[config.mk]
export PLATFORM = sky130hd
export DESIGN_NAME = vrs_reference_stepper
export DESIGN_NICKNAME = d
export VERILOG_FILES = /design/src/verilog/vrs_code_decode.v /design/src/verilog/vrs_reference_stepper.v
export VERILOG_INCLUDE_DIRS = /design/src /design/src/inc
export SDC_FILE = /design/constraint.sdc
export NUM_CORES = 1
export LEC_CHECK = 0
export BUFFER_PORTS_ARGS = -buffer_cell sky130_fd_sc_hd__buf_2
export CAP_MARGIN = 20
export CORE_MARGIN = 2
export CORE_UTILIZATION = 45
export CTS_CLUSTER_SIZE = 25
export DETAILED_ROUTE_END_ITERATION = 6
export PLACE_DENSITY_LB_ADDON = 0.08
export SKIP_LAST_GASP = 1
export SLEW_MARGIN = 20
export SYNTH_ARGS = -nofsm -noshare
export SYNTH_HDL_FRONTEND = slang
export SYNTH_SLANG_ARGS = --single-unit
[constraint.sdc]
create_clock -name clk -period 10.72 [get_ports clk]
set_input_delay 0.536 -clock clk [delete_from_list [all_inputs] [get_ports clk]]
set_output_delay 0.536 -clock clk [all_outputs]
set_load 0.03 [all_outputs]
[src/inc/vrs_defs.vh]
/*
 Constants for the reference stepper: code widths, the shutdown code,
 set-point scale in millivolts and the step timing in switching cycles.
 Assumes inclusion by bare name from the design files.
*/
`ifndef VRS_DEFS_VH
`define VRS_DEFS_VH

`define VRS_CODE_W 5
`define VRS_CODE_SHUTDOWN 5'h1F
`define VRS_CODE_RESET 5'h1F
`define VRS_MV_W 11
`define VRS_MV_TOP 11'h60E
`define VRS_MV_BOTTOM 11'h320
`define VRS_MV_STEP 11'h019
`define VRS_CYC_PER_STEP 2'h2
`define VRS_VALID_CYCLES 1'h1

`endif

[src/verilog/vrs_code_decode.v]
/*
 Identification code to reference set point decoder, in millivolts.
 Purely combinational; assumes a stable code at its input.
*/
`include "vrs_defs.vh"

module vrs_code_decode (
    input wire [`VRS_CODE_W-1:0] voltage_ident_code,
    output reg [`VRS_MV_W-1:0] set_point_mv,
    output reg shutdown_code
);
    // code to millivolts
    always @* begin
        set_point_mv = `VRS_MV_TOP - `VRS_MV_STEP * {6'h00, voltage_ident_code};
        shutdown_code = 1'b0;
        // all-ones shutdown
        if (voltage_ident_code == `VRS_CODE_SHUTDOWN) begin
            set_point_mv = `VRS_MV_BOTTOM;
            shutdown_code = 1'b1;
        end
    end
endmodule // vrs_code_decode

[src/verilog/vrs_reference_stepper.v]
/*
 Reference stepper: samples the identification code once per switching
 cycle, validates a change over one full cycle, then walks the reference
 one 25 mV step every two cycles toward the new set point.
 Assumes cycle_tick is a one-clock pulse from the internal phase clock at
 each channel-1 pulse termination, synchronous to clk.
*/
`include "vrs_defs.vh"

// Functional notes
// Code zero gives 1550 mV; each code step lowers 25 mV to 800 mV.
// All-ones code means shutdown; any other code restarts; not for loaded enable.
// A switching cycle spans successive channel-1 pulse-termination ticks.
// Sample code only at each cycle start; compare with accepted code.
// A differing sample holds reference for one whole validation cycle.
// Act only if code stayed the same across the whole validation cycle.
// After validation, move reference 25 mV every two cycles until matched.
// Step down if target lower, up if higher, stop when equal.
module vrs_reference_stepper (
    clk,
    rst,
    ce,
    cycle_tick,
    voltage_ident_code,
    reference_mv,
    shutdown,
    stepping,
    accepted_code
);
    input wire clk;
    input wire rst;
    input wire ce;
    input wire cycle_tick;
    input wire [`VRS_CODE_W-1:0] voltage_ident_code;
    output reg [`VRS_MV_W-1:0] reference_mv;
    output reg shutdown;
    output reg stepping;
    output reg [`VRS_CODE_W-1:0] accepted_code;

    localparam ST_IDLE = 2'h0;
    localparam ST_VALID = 2'h1;
    localparam ST_STEP = 2'h2;

    reg [1:0] state_r;
    reg [1:0] state_nxt;
    reg [`VRS_CODE_W-1:0] cand_r;
    reg [`VRS_CODE_W-1:0] cand_nxt;
    reg [`VRS_CODE_W-1:0] acc_nxt;
    reg [1:0] cyc_r;
    reg [1:0] cyc_nxt;
    reg [`VRS_MV_W-1:0] ref_nxt;
    reg [`VRS_MV_W-1:0] target_r;
    reg [`VRS_MV_W-1:0] target_nxt;
    reg shut_nxt;
    reg stepping_nxt;

    wire [`VRS_MV_W-1:0] cand_mv;
    wire cand_shut;
    wire code_new;
    wire code_held;
    wire step_due;
    wire walk_left;

    // set point decode
    vrs_code_decode u_dec (
        .voltage_ident_code(cand_r),
        .set_point_mv(cand_mv),
        .shutdown_code(cand_shut)
    );

    // Next reference one step toward the target; holds once equal
    function [`VRS_MV_W-1:0] step_toward;
        input [`VRS_MV_W-1:0] cur;
        input [`VRS_MV_W-1:0] tgt;
        begin
            if (tgt < cur) begin
                step_toward = cur - `VRS_MV_STEP;
            end else if (tgt > cur) begin
                step_toward = cur + `VRS_MV_STEP;
            end else begin
                step_toward = cur;
            end
        end
    endfunction

    // Cadence count after one more cycle, wrapping at the step period
    function [1:0] cadence_next;
        input [1:0] cnt;
        begin
            if (cnt + 2'h1 == `VRS_CYC_PER_STEP) begin
                cadence_next = 2'h0;
            end else begin
                cadence_next = cnt + 2'h1;
            end
        end
    endfunction

    // sample against accepted
    assign code_new = (voltage_ident_code != accepted_code);
    // unchanged since sampling
    assign code_held = (voltage_ident_code == cand_r);
    // step every second cycle
    assign step_due = (cadence_next(cyc_r) == 2'h0);
    // Reference still short of an accepted, non-shutdown target
    assign walk_left = !shutdown && (reference_mv != target_r);

    always @* begin
        state_nxt = state_r;
        cand_nxt = cand_r;
        acc_nxt = accepted_code;
        target_nxt = target_r;
        shut_nxt = shutdown;
        // cycle boundary only
        if (cycle_tick) begin
            case (state_r)
                ST_IDLE: begin
                    // sample and compare
                    if (code_new) begin
                        cand_nxt = voltage_ident_code;
                        // hold one cycle
                        state_nxt = ST_VALID;
                    end
                end
                ST_VALID: begin
                    // stable through window
                    if (code_held) begin
                        acc_nxt = cand_r;
                        // shutdown on accept
                        shut_nxt = cand_shut;
                        // Shutdown leaves the reference where it was; restart resumes from there
                        if (!cand_shut) begin
                            target_nxt = cand_mv;
                            state_nxt = ST_STEP;
                        end else begin
                            state_nxt = ST_IDLE;
                        end
                    end else if (code_new) begin
                        // changed code restarts window
                        cand_nxt = voltage_ident_code;
                    end else if (walk_left) begin
                        // A glitch back to the accepted code must not strand a half-finished walk
                        state_nxt = ST_STEP;
                    end else begin
                        state_nxt = ST_IDLE;
                    end
                end
                ST_STEP: begin
                    // stop when equal
                    if (step_due && (ref_nxt == target_r)) begin
                        state_nxt = ST_IDLE;
                    end
                    // A new code mid-walk is sampled and validated; walking pauses meanwhile
                    if (code_new) begin
                        cand_nxt = voltage_ident_code;
                        state_nxt = ST_VALID;
                    end
                end
                default: begin
                    state_nxt = ST_IDLE;
                end
            endcase
        end
    end

    // one step per two cycles
    always @* begin
        cyc_nxt = cyc_r;
        ref_nxt = reference_mv;
        if (cycle_tick) begin
            if (state_r == ST_VALID && code_held && !cand_shut) begin
                // Fresh cadence for a newly accepted target
                cyc_nxt = 2'h0;
            end else if (state_r == ST_STEP) begin
                cyc_nxt = cadence_next(cyc_r);
                if (step_due) begin
                    // direction and stop
                    ref_nxt = step_toward(reference_mv, target_r);
                end
            end
        end
    end

    // Walk flag also covers a revalidation pause, so it only drops at the target or when a shutdown code is accepted
    always @* begin
        stepping_nxt = (state_nxt == ST_STEP);
        if (!shut_nxt && (ref_nxt != target_nxt)) begin
            stepping_nxt = 1'b1;
        end
    end

    always @(posedge clk) begin
        if (rst) begin
            state_r <= ST_IDLE;
            cand_r <= `VRS_CODE_RESET;
        end else if (ce) begin
            state_r <= state_nxt;
            cand_r <= cand_nxt;
        end
    end

    always @(posedge clk) begin
        if (rst) begin
            accepted_code <= `VRS_CODE_RESET;
            shutdown <= 1'b1;
            target_r <= `VRS_MV_BOTTOM;
        end else if (ce) begin
            accepted_code <= acc_nxt;
            shutdown <= shut_nxt;
            target_r <= target_nxt;
        end
    end

    always @(posedge clk) begin
        if (rst) begin
            cyc_r <= 2'h0;
            reference_mv <= `VRS_MV_BOTTOM;
        end else if (ce) begin
            cyc_r <= cyc_nxt;
            reference_mv <= ref_nxt;
        end
    end

    always @(posedge clk) begin
        if (rst) begin
            stepping <= 1'b0;
        end else if (ce) begin
            stepping <= stepping_nxt;
        end
    end
endmodule // vrs_reference_stepper
Word level (Yosys, flattened, before mapping)
Cells that the tools add are included.
W data, S select, Z words.
- output and inout bits: 18
- logic and storage cells: 73
- bits in registers: 38
- muxes and demuxes: 31
- multipliers: 1
- magnitude comparators: 2
- add/subtract/negate cells: 4
- eq/ne operators: 11
- reduce and logical (&&, ||, !) cells: 16
- operators with widths (kind ; count):
    $mux W11 ; 11
    $mux W2 ; 11
    $ne A11 B11 Y1 ; 2
    $add A11 B5 Y11 const B ; 1
    $eq A11 B11 Y1 ; 1
    $gt A11 B11 Y1 ; 1
    $lt A11 B11 Y1 ; 1
    $sub A11 B10 Y11 const A ; 1
    $sub A11 B5 Y11 const B ; 1
    $mul A5 B5 Y10 const A ; 1
    $mux W5 ; 2
    $pmux W5 S2 ; 1
    $reduce_and A4 Y1 ; 2
    $eq A2 B2 Y1 const B ; 3
    $pmux W2 S3 ; 1
    $eq A5 B5 Y1 ; 1
    $eq A5 B5 Y1 const B ; 1
    $logic_and A1 B1 Y1 ; 5
    $mux W1 ; 5
    $ne A5 B5 Y1 ; 1
    $logic_not A2 Y1 ; 2
    $reduce_bool A2 Y1 ; 2
    $logic_not A1 Y1 ; 3
    $reduce_and A3 Y1 ; 1
    4 further kinds ; 4

Logic depth before layout (Yosys ltp)
- depth in word-level cells: 16
- depth in mapped cells: 14

By module
Synthesis repeated with hierarchy kept, for this count alone.
- cell total of the unflattened synthesis: 534
- area total of the unflattened synthesis: 4027.6 um^2
- modules (own cells, without submodules) (module ; cells each ; area each (um^2) ; times used ; seq. area each (um^2)):
    vrs_reference_stepper ; 452 ; 3383.2 ; 1 ; 740.7
    vrs_code_decode ; 82 ; 644.4 ; 1 ; 0.0

Worst setup path after synthesis
Ideal clock, no wire load.
- path type: register to register
- start point: register cand_r[0]
- end point: register stepping
- buffers on the path: 0
- stages on the path, launching flop included: 15
- setup time: 126 ps
- required time: 10594 ps
- arrival: 3426 ps
- path slack: 7169 ps
- cells stage by stage: dfxtp_1 -> ha_1 -> ha_1 -> inv_1 -> fa_1 -> ha_1 -> nor2b_1 -> o31a_1 -> o21a_1 -> or3_1 -> a31oi_1 -> xnor2_1 -> nand4_1 -> nor4_2 -> o22ai_1
- cells in the longest elaborated chain, start to end: 14
- ends and longest elaborated chain (item ; RTL line ; RTL):
    start, declared ; vrs_reference_stepper.v:46 ; reg [`VRS_CODE_W-1:0] cand_r;
    start signal, assigned ; vrs_reference_stepper.v:194 ; cand_r <= `VRS_CODE_RESET;
    start signal, assigned ; vrs_reference_stepper.v:197 ; cand_r <= cand_nxt;
    branches (longest 13 deep; another with $sub A11 B10 Y11) ; n/a ;
    $mux W1 (*) ; vrs_reference_stepper.v:186 ; if (!shut_nxt && (ref_nxt != target_nxt)) begin
    end signal, assigned ; vrs_reference_stepper.v:227 ; stepping <= stepping_nxt;
    end, declared ; vrs_reference_stepper.v:37 ; output reg stepping;
Mark *: on every way between the ends.
A chain may end at the register's enable or synchronous reset.

Worst setup path after layout
Same ends and word-level chain as after synthesis.

==> results.sh <==
export IMPL_reg2reg_slack_ns=6.86
export IMPL_drt_iter0_drc=220
export IMPL_antenna_found_initial=0
export IMPL_cellLeakagePower_nw=1.68
export IMPL_relSlewSlack=0.400
export IMPL_start_util=0.465
export IMPL_final_cell_mix="41 x nor2_1, 37 x nand2_1, 37 x dfxtp_1"
export IMPL_crit_path_start="cand_r[0]"
export IMPL_cts_resized_gates=0
export IMPL_powerDensity_mw_per_mm2=101
export IMPL_grt_pass1_wl_um=17100
export IMPL_reg2reg_from="cand_r[0]"
export IMPL_synth_fp_nets=532
export IMPL_min_period_over_period=0.360
export IMPL_final_nets=538
export IMPL_clock_latency_ns=0.31
export IMPL_synth_avg_cell_area_um2=7.87
export IMPL_die_h_um=96.2
export IMPL_synth_seq_cells=37
export IMPL_io_buffers=26
export IMPL_viasPerCell=5.89
export IMPL_die_area_mm2=0.00925
export IMPL_cts_tree="yes"
export IMPL_crit_buf_inv=1
export IMPL_clock_sinks=37
export IMPL_syn_inst=486
export IMPL_crit_top_cell="ha_1"
export IMPL_cp_cell_sequence="ha_1 -> ha_1 -> inv_1 -> fa_1 -> ha_1 -> nor2b_1 -> o31a_1 -> o21a_1 -> or3_1 -> a31oi_1 -> xnor2_1 -> nand4_1 -> nor4_2 -> o22ai_1"
export IMPL_dp_hpwl_um=8160
export IMPL_yosys_warnings=0
export IMPL_num_rows=33
export IMPL_slowest_stage="fa_1"
export IMPL_drive_above_1_share=0.101
export IMPL_setup_viol=0
export IMPL_h_tree_depth=2
export IMPL_cp_endpoint="stepping"
export IMPL_synth_ff_type="dfxtp_1"
export IMPL_drv_cap=0
export IMPL_die_width_um=96.2
export IMPL_antenna_left=0
export IMPL_slowest_delay_ns=0.47
export IMPL_dp_slack_ns=6.89
export IMPL_final_hold_violation_count=0
export IMPL_rr_worst_depth=14
export IMPL_arrival_ns=4.04
export IMPL_routed_wl_um=10700
export IMPL_instances_no_fill=598
export IMPL_drc=0
export IMPL_cp_num_cells=14
export IMPL_setup_ws_ns=6.86
export IMPL_crit_fanout=6
export IMPL_num_vias=3520
export IMPL_finish_utilization=0.499
export IMPL_core_mm2=0.00822
export IMPL_cts_hold_fix_buffers=0
export IMPL_ys_seq_area_frac=0.194
export IMPL_grt_overflow=0
export IMPL_track_usage=0.244
export IMPL_routedWlPerCell_um=17.9
export IMPL_grt_pass1_vias=3156
export IMPL_ios=27
export IMPL_fin_skew_ns=0.0114
export IMPL_cts_made_buffers=5
export IMPL_cp_top_family="adder cells"
export IMPL_final_common_cell="nor2_1"
export IMPL_total_power_w=0.000412
export IMPL_synth_cell_type_count=67
export IMPL_setup_tns_ns=0
export IMPL_clockBufferDepth=2
export IMPL_r2r_end="stepping"
export IMPL_fmax_mhz=259
export IMPL_synth_edf_count=0
export IMPL_rsz0062_at_grt="false"
export IMPL_ir_worst_vdd_uv=59.3
export IMPL_antenna_cells=0
export IMPL_clkTransAtPathRegs_ns=0.09
export IMPL_start_kind="register"
export IMPL_fin_crit_ns=3.86
export IMPL_worst_pin_slew_ns=0.897
export IMPL_first_pass_iters=5
export IMPL_syn_area_mm2=0.00382
export IMPL_syn2layout_area_growth_pct=7.23
export IMPL_post_cts_setup_buffers=0
export IMPL_gp_congestion=0.882
export IMPL_finalMaxSlewViolations=0
export IMPL_place_inst=590
export IMPL_status="completed"
export IMPL_required_ns=10.90
export IMPL_grt_max_degree=28
export IMPL_hp_class="reg2reg"
export IMPL_critPathCaptureType="register"
export IMPL_critPathKind="reg2reg"
export IMPL_cts_root_buffer="clkbuf_8"
export IMPL_async_flop_share=0
Yosys cell counts (2+ instances only):
cell	number	area share
o221ai_1	2	0.0046
a31oi_1	5	0.0082
nor3_1	13	0.017
mux2_2	3	0.0088
o31a_1	3	0.0069
a211oi_1	3	0.0059
nand2b_1	8	0.013
buf_4	3	0.0059
a21o_1	4	0.0079
buf_2	9	0.012
mux2i_2	2	0.0072
or3_1	10	0.016
nor2_1	41	0.040
a211o_1	6	0.014
o211ai_1	11	0.022
o21ai_0	14	0.018
or4_1	2	0.0039
o22ai_1	2	0.0033
nand2_1	37	0.036
xor2_1	8	0.018
fa_1	4	0.021
ha_1	33	0.11
mux2i_1	22	0.058
clkbuf_1	14	0.014
nand4_1	8	0.013
o21a_1	4	0.0079
nand3b_1	3	0.0059
or2_2	2	0.0033
nand3_1	25	0.033
o311ai_0	2	0.0046
and3_1	2	0.0033
and2_1	2	0.0033
nor2b_1	3	0.0049
a21oi_1	30	0.039
dfxtp_1	37	0.19
xnor2_1	35	0.080
o2111ai_1	2	0.0046
xnor3_1	2	0.012
o311ai_1	2	0.0046
o31ai_1	3	0.0059
nor4_1	5	0.0082
inv_1	35	0.034
worst min-delay path by stage:
stage                                      from          end  slack, ns  depth (start not counted)
after global placement              target_r[0]  target_r[0]       0.48                          2
after global routing      voltage_ident_code[2]    cand_r[2]       0.52                          3
after CTS                 voltage_ident_code[2]    cand_r[2]       0.50                          3
final                               target_r[0]  target_r[0]       0.50                          2
after floorplan                     target_r[0]  target_r[0]       0.45                          2
after detailed placement            target_r[0]  target_r[0]       0.49                          2
where the power goes:
part	leakage, nW	internal [W]	switching (W)
Combinational	1.31	0.0000454	0.0000673
Sequential	0.300	0.000140	0.00000428
Clock	0.0687	0.0000939	0.0000616
Total	1.68	0.000279	0.000133
worst register-to-register path: stages (launching register included):
cell     delay (ns)
dfxtp_1        0.44
ha_1           0.30
ha_1           0.28
inv_1          0.05
fa_1           0.47
ha_1           0.35
nor2b_1        0.15
o31a_1         0.26
o21a_1         0.20
or3_1          0.30
a31oi_1        0.26
xnor2_1        0.16
nand4_1        0.11
nor4_2         0.29
o22ai_1        0.11
area by class of cell:
class	instances	area, µm²
Clock buffer	5	68.8
Clock inverter	3	68.8
Fill cell	800	4120
Inverter	35	131
Multi-Input combinational cell	386	2820
Sequential cell	37	741
Tap cell	105	131
Timing Repair Buffer	27	138
state kept, by name (all words and copies together) (netlist names):
| name | count |
|---|---|
| accepted_code | 5 |
| cand_r | 5 |
| cyc_r | 1 |
| reference_mv | 11 |
| shutdown | 1 |
| state_r | 2 |
| stepping | 1 |
| target_r | 11 |
per-layer routing:
layer / global-route usage / up-vias / routed length (µm)
li1: - / 1756 / -
met1: 0.337 / 1674 / 5060
met2: 0.402 / 81 / 5090
met3: 0.0321 / 9 / 455
met4: 0.0571 / 0 / 106
met5: 0 / - / 0
kinds of logic (layout without fill, tap and decap cells):
family          Yosys count  count (layout)  synth area share
simple gates            168             168             0.222
compound gates          108             108             0.199
buf+inv                  63              70            0.0697
xor+xnor                 45              45             0.110
fa+ha+maj                37              37             0.129
flops                    37              37             0.194
mux                      28              28            0.0766
per-stage QoR:
stage | instance area (µm²) | hold slack [ns]
global route | 4100 | 0.517
floorplan | 3820 | 0.449
finish | 4100 | 0.502
detailed placement | 3960 | 0.493
global placement | 3960 | 0.475
CTS | 4100 | 0.504
Note: power is estimated with default switching activity, not from simulation.
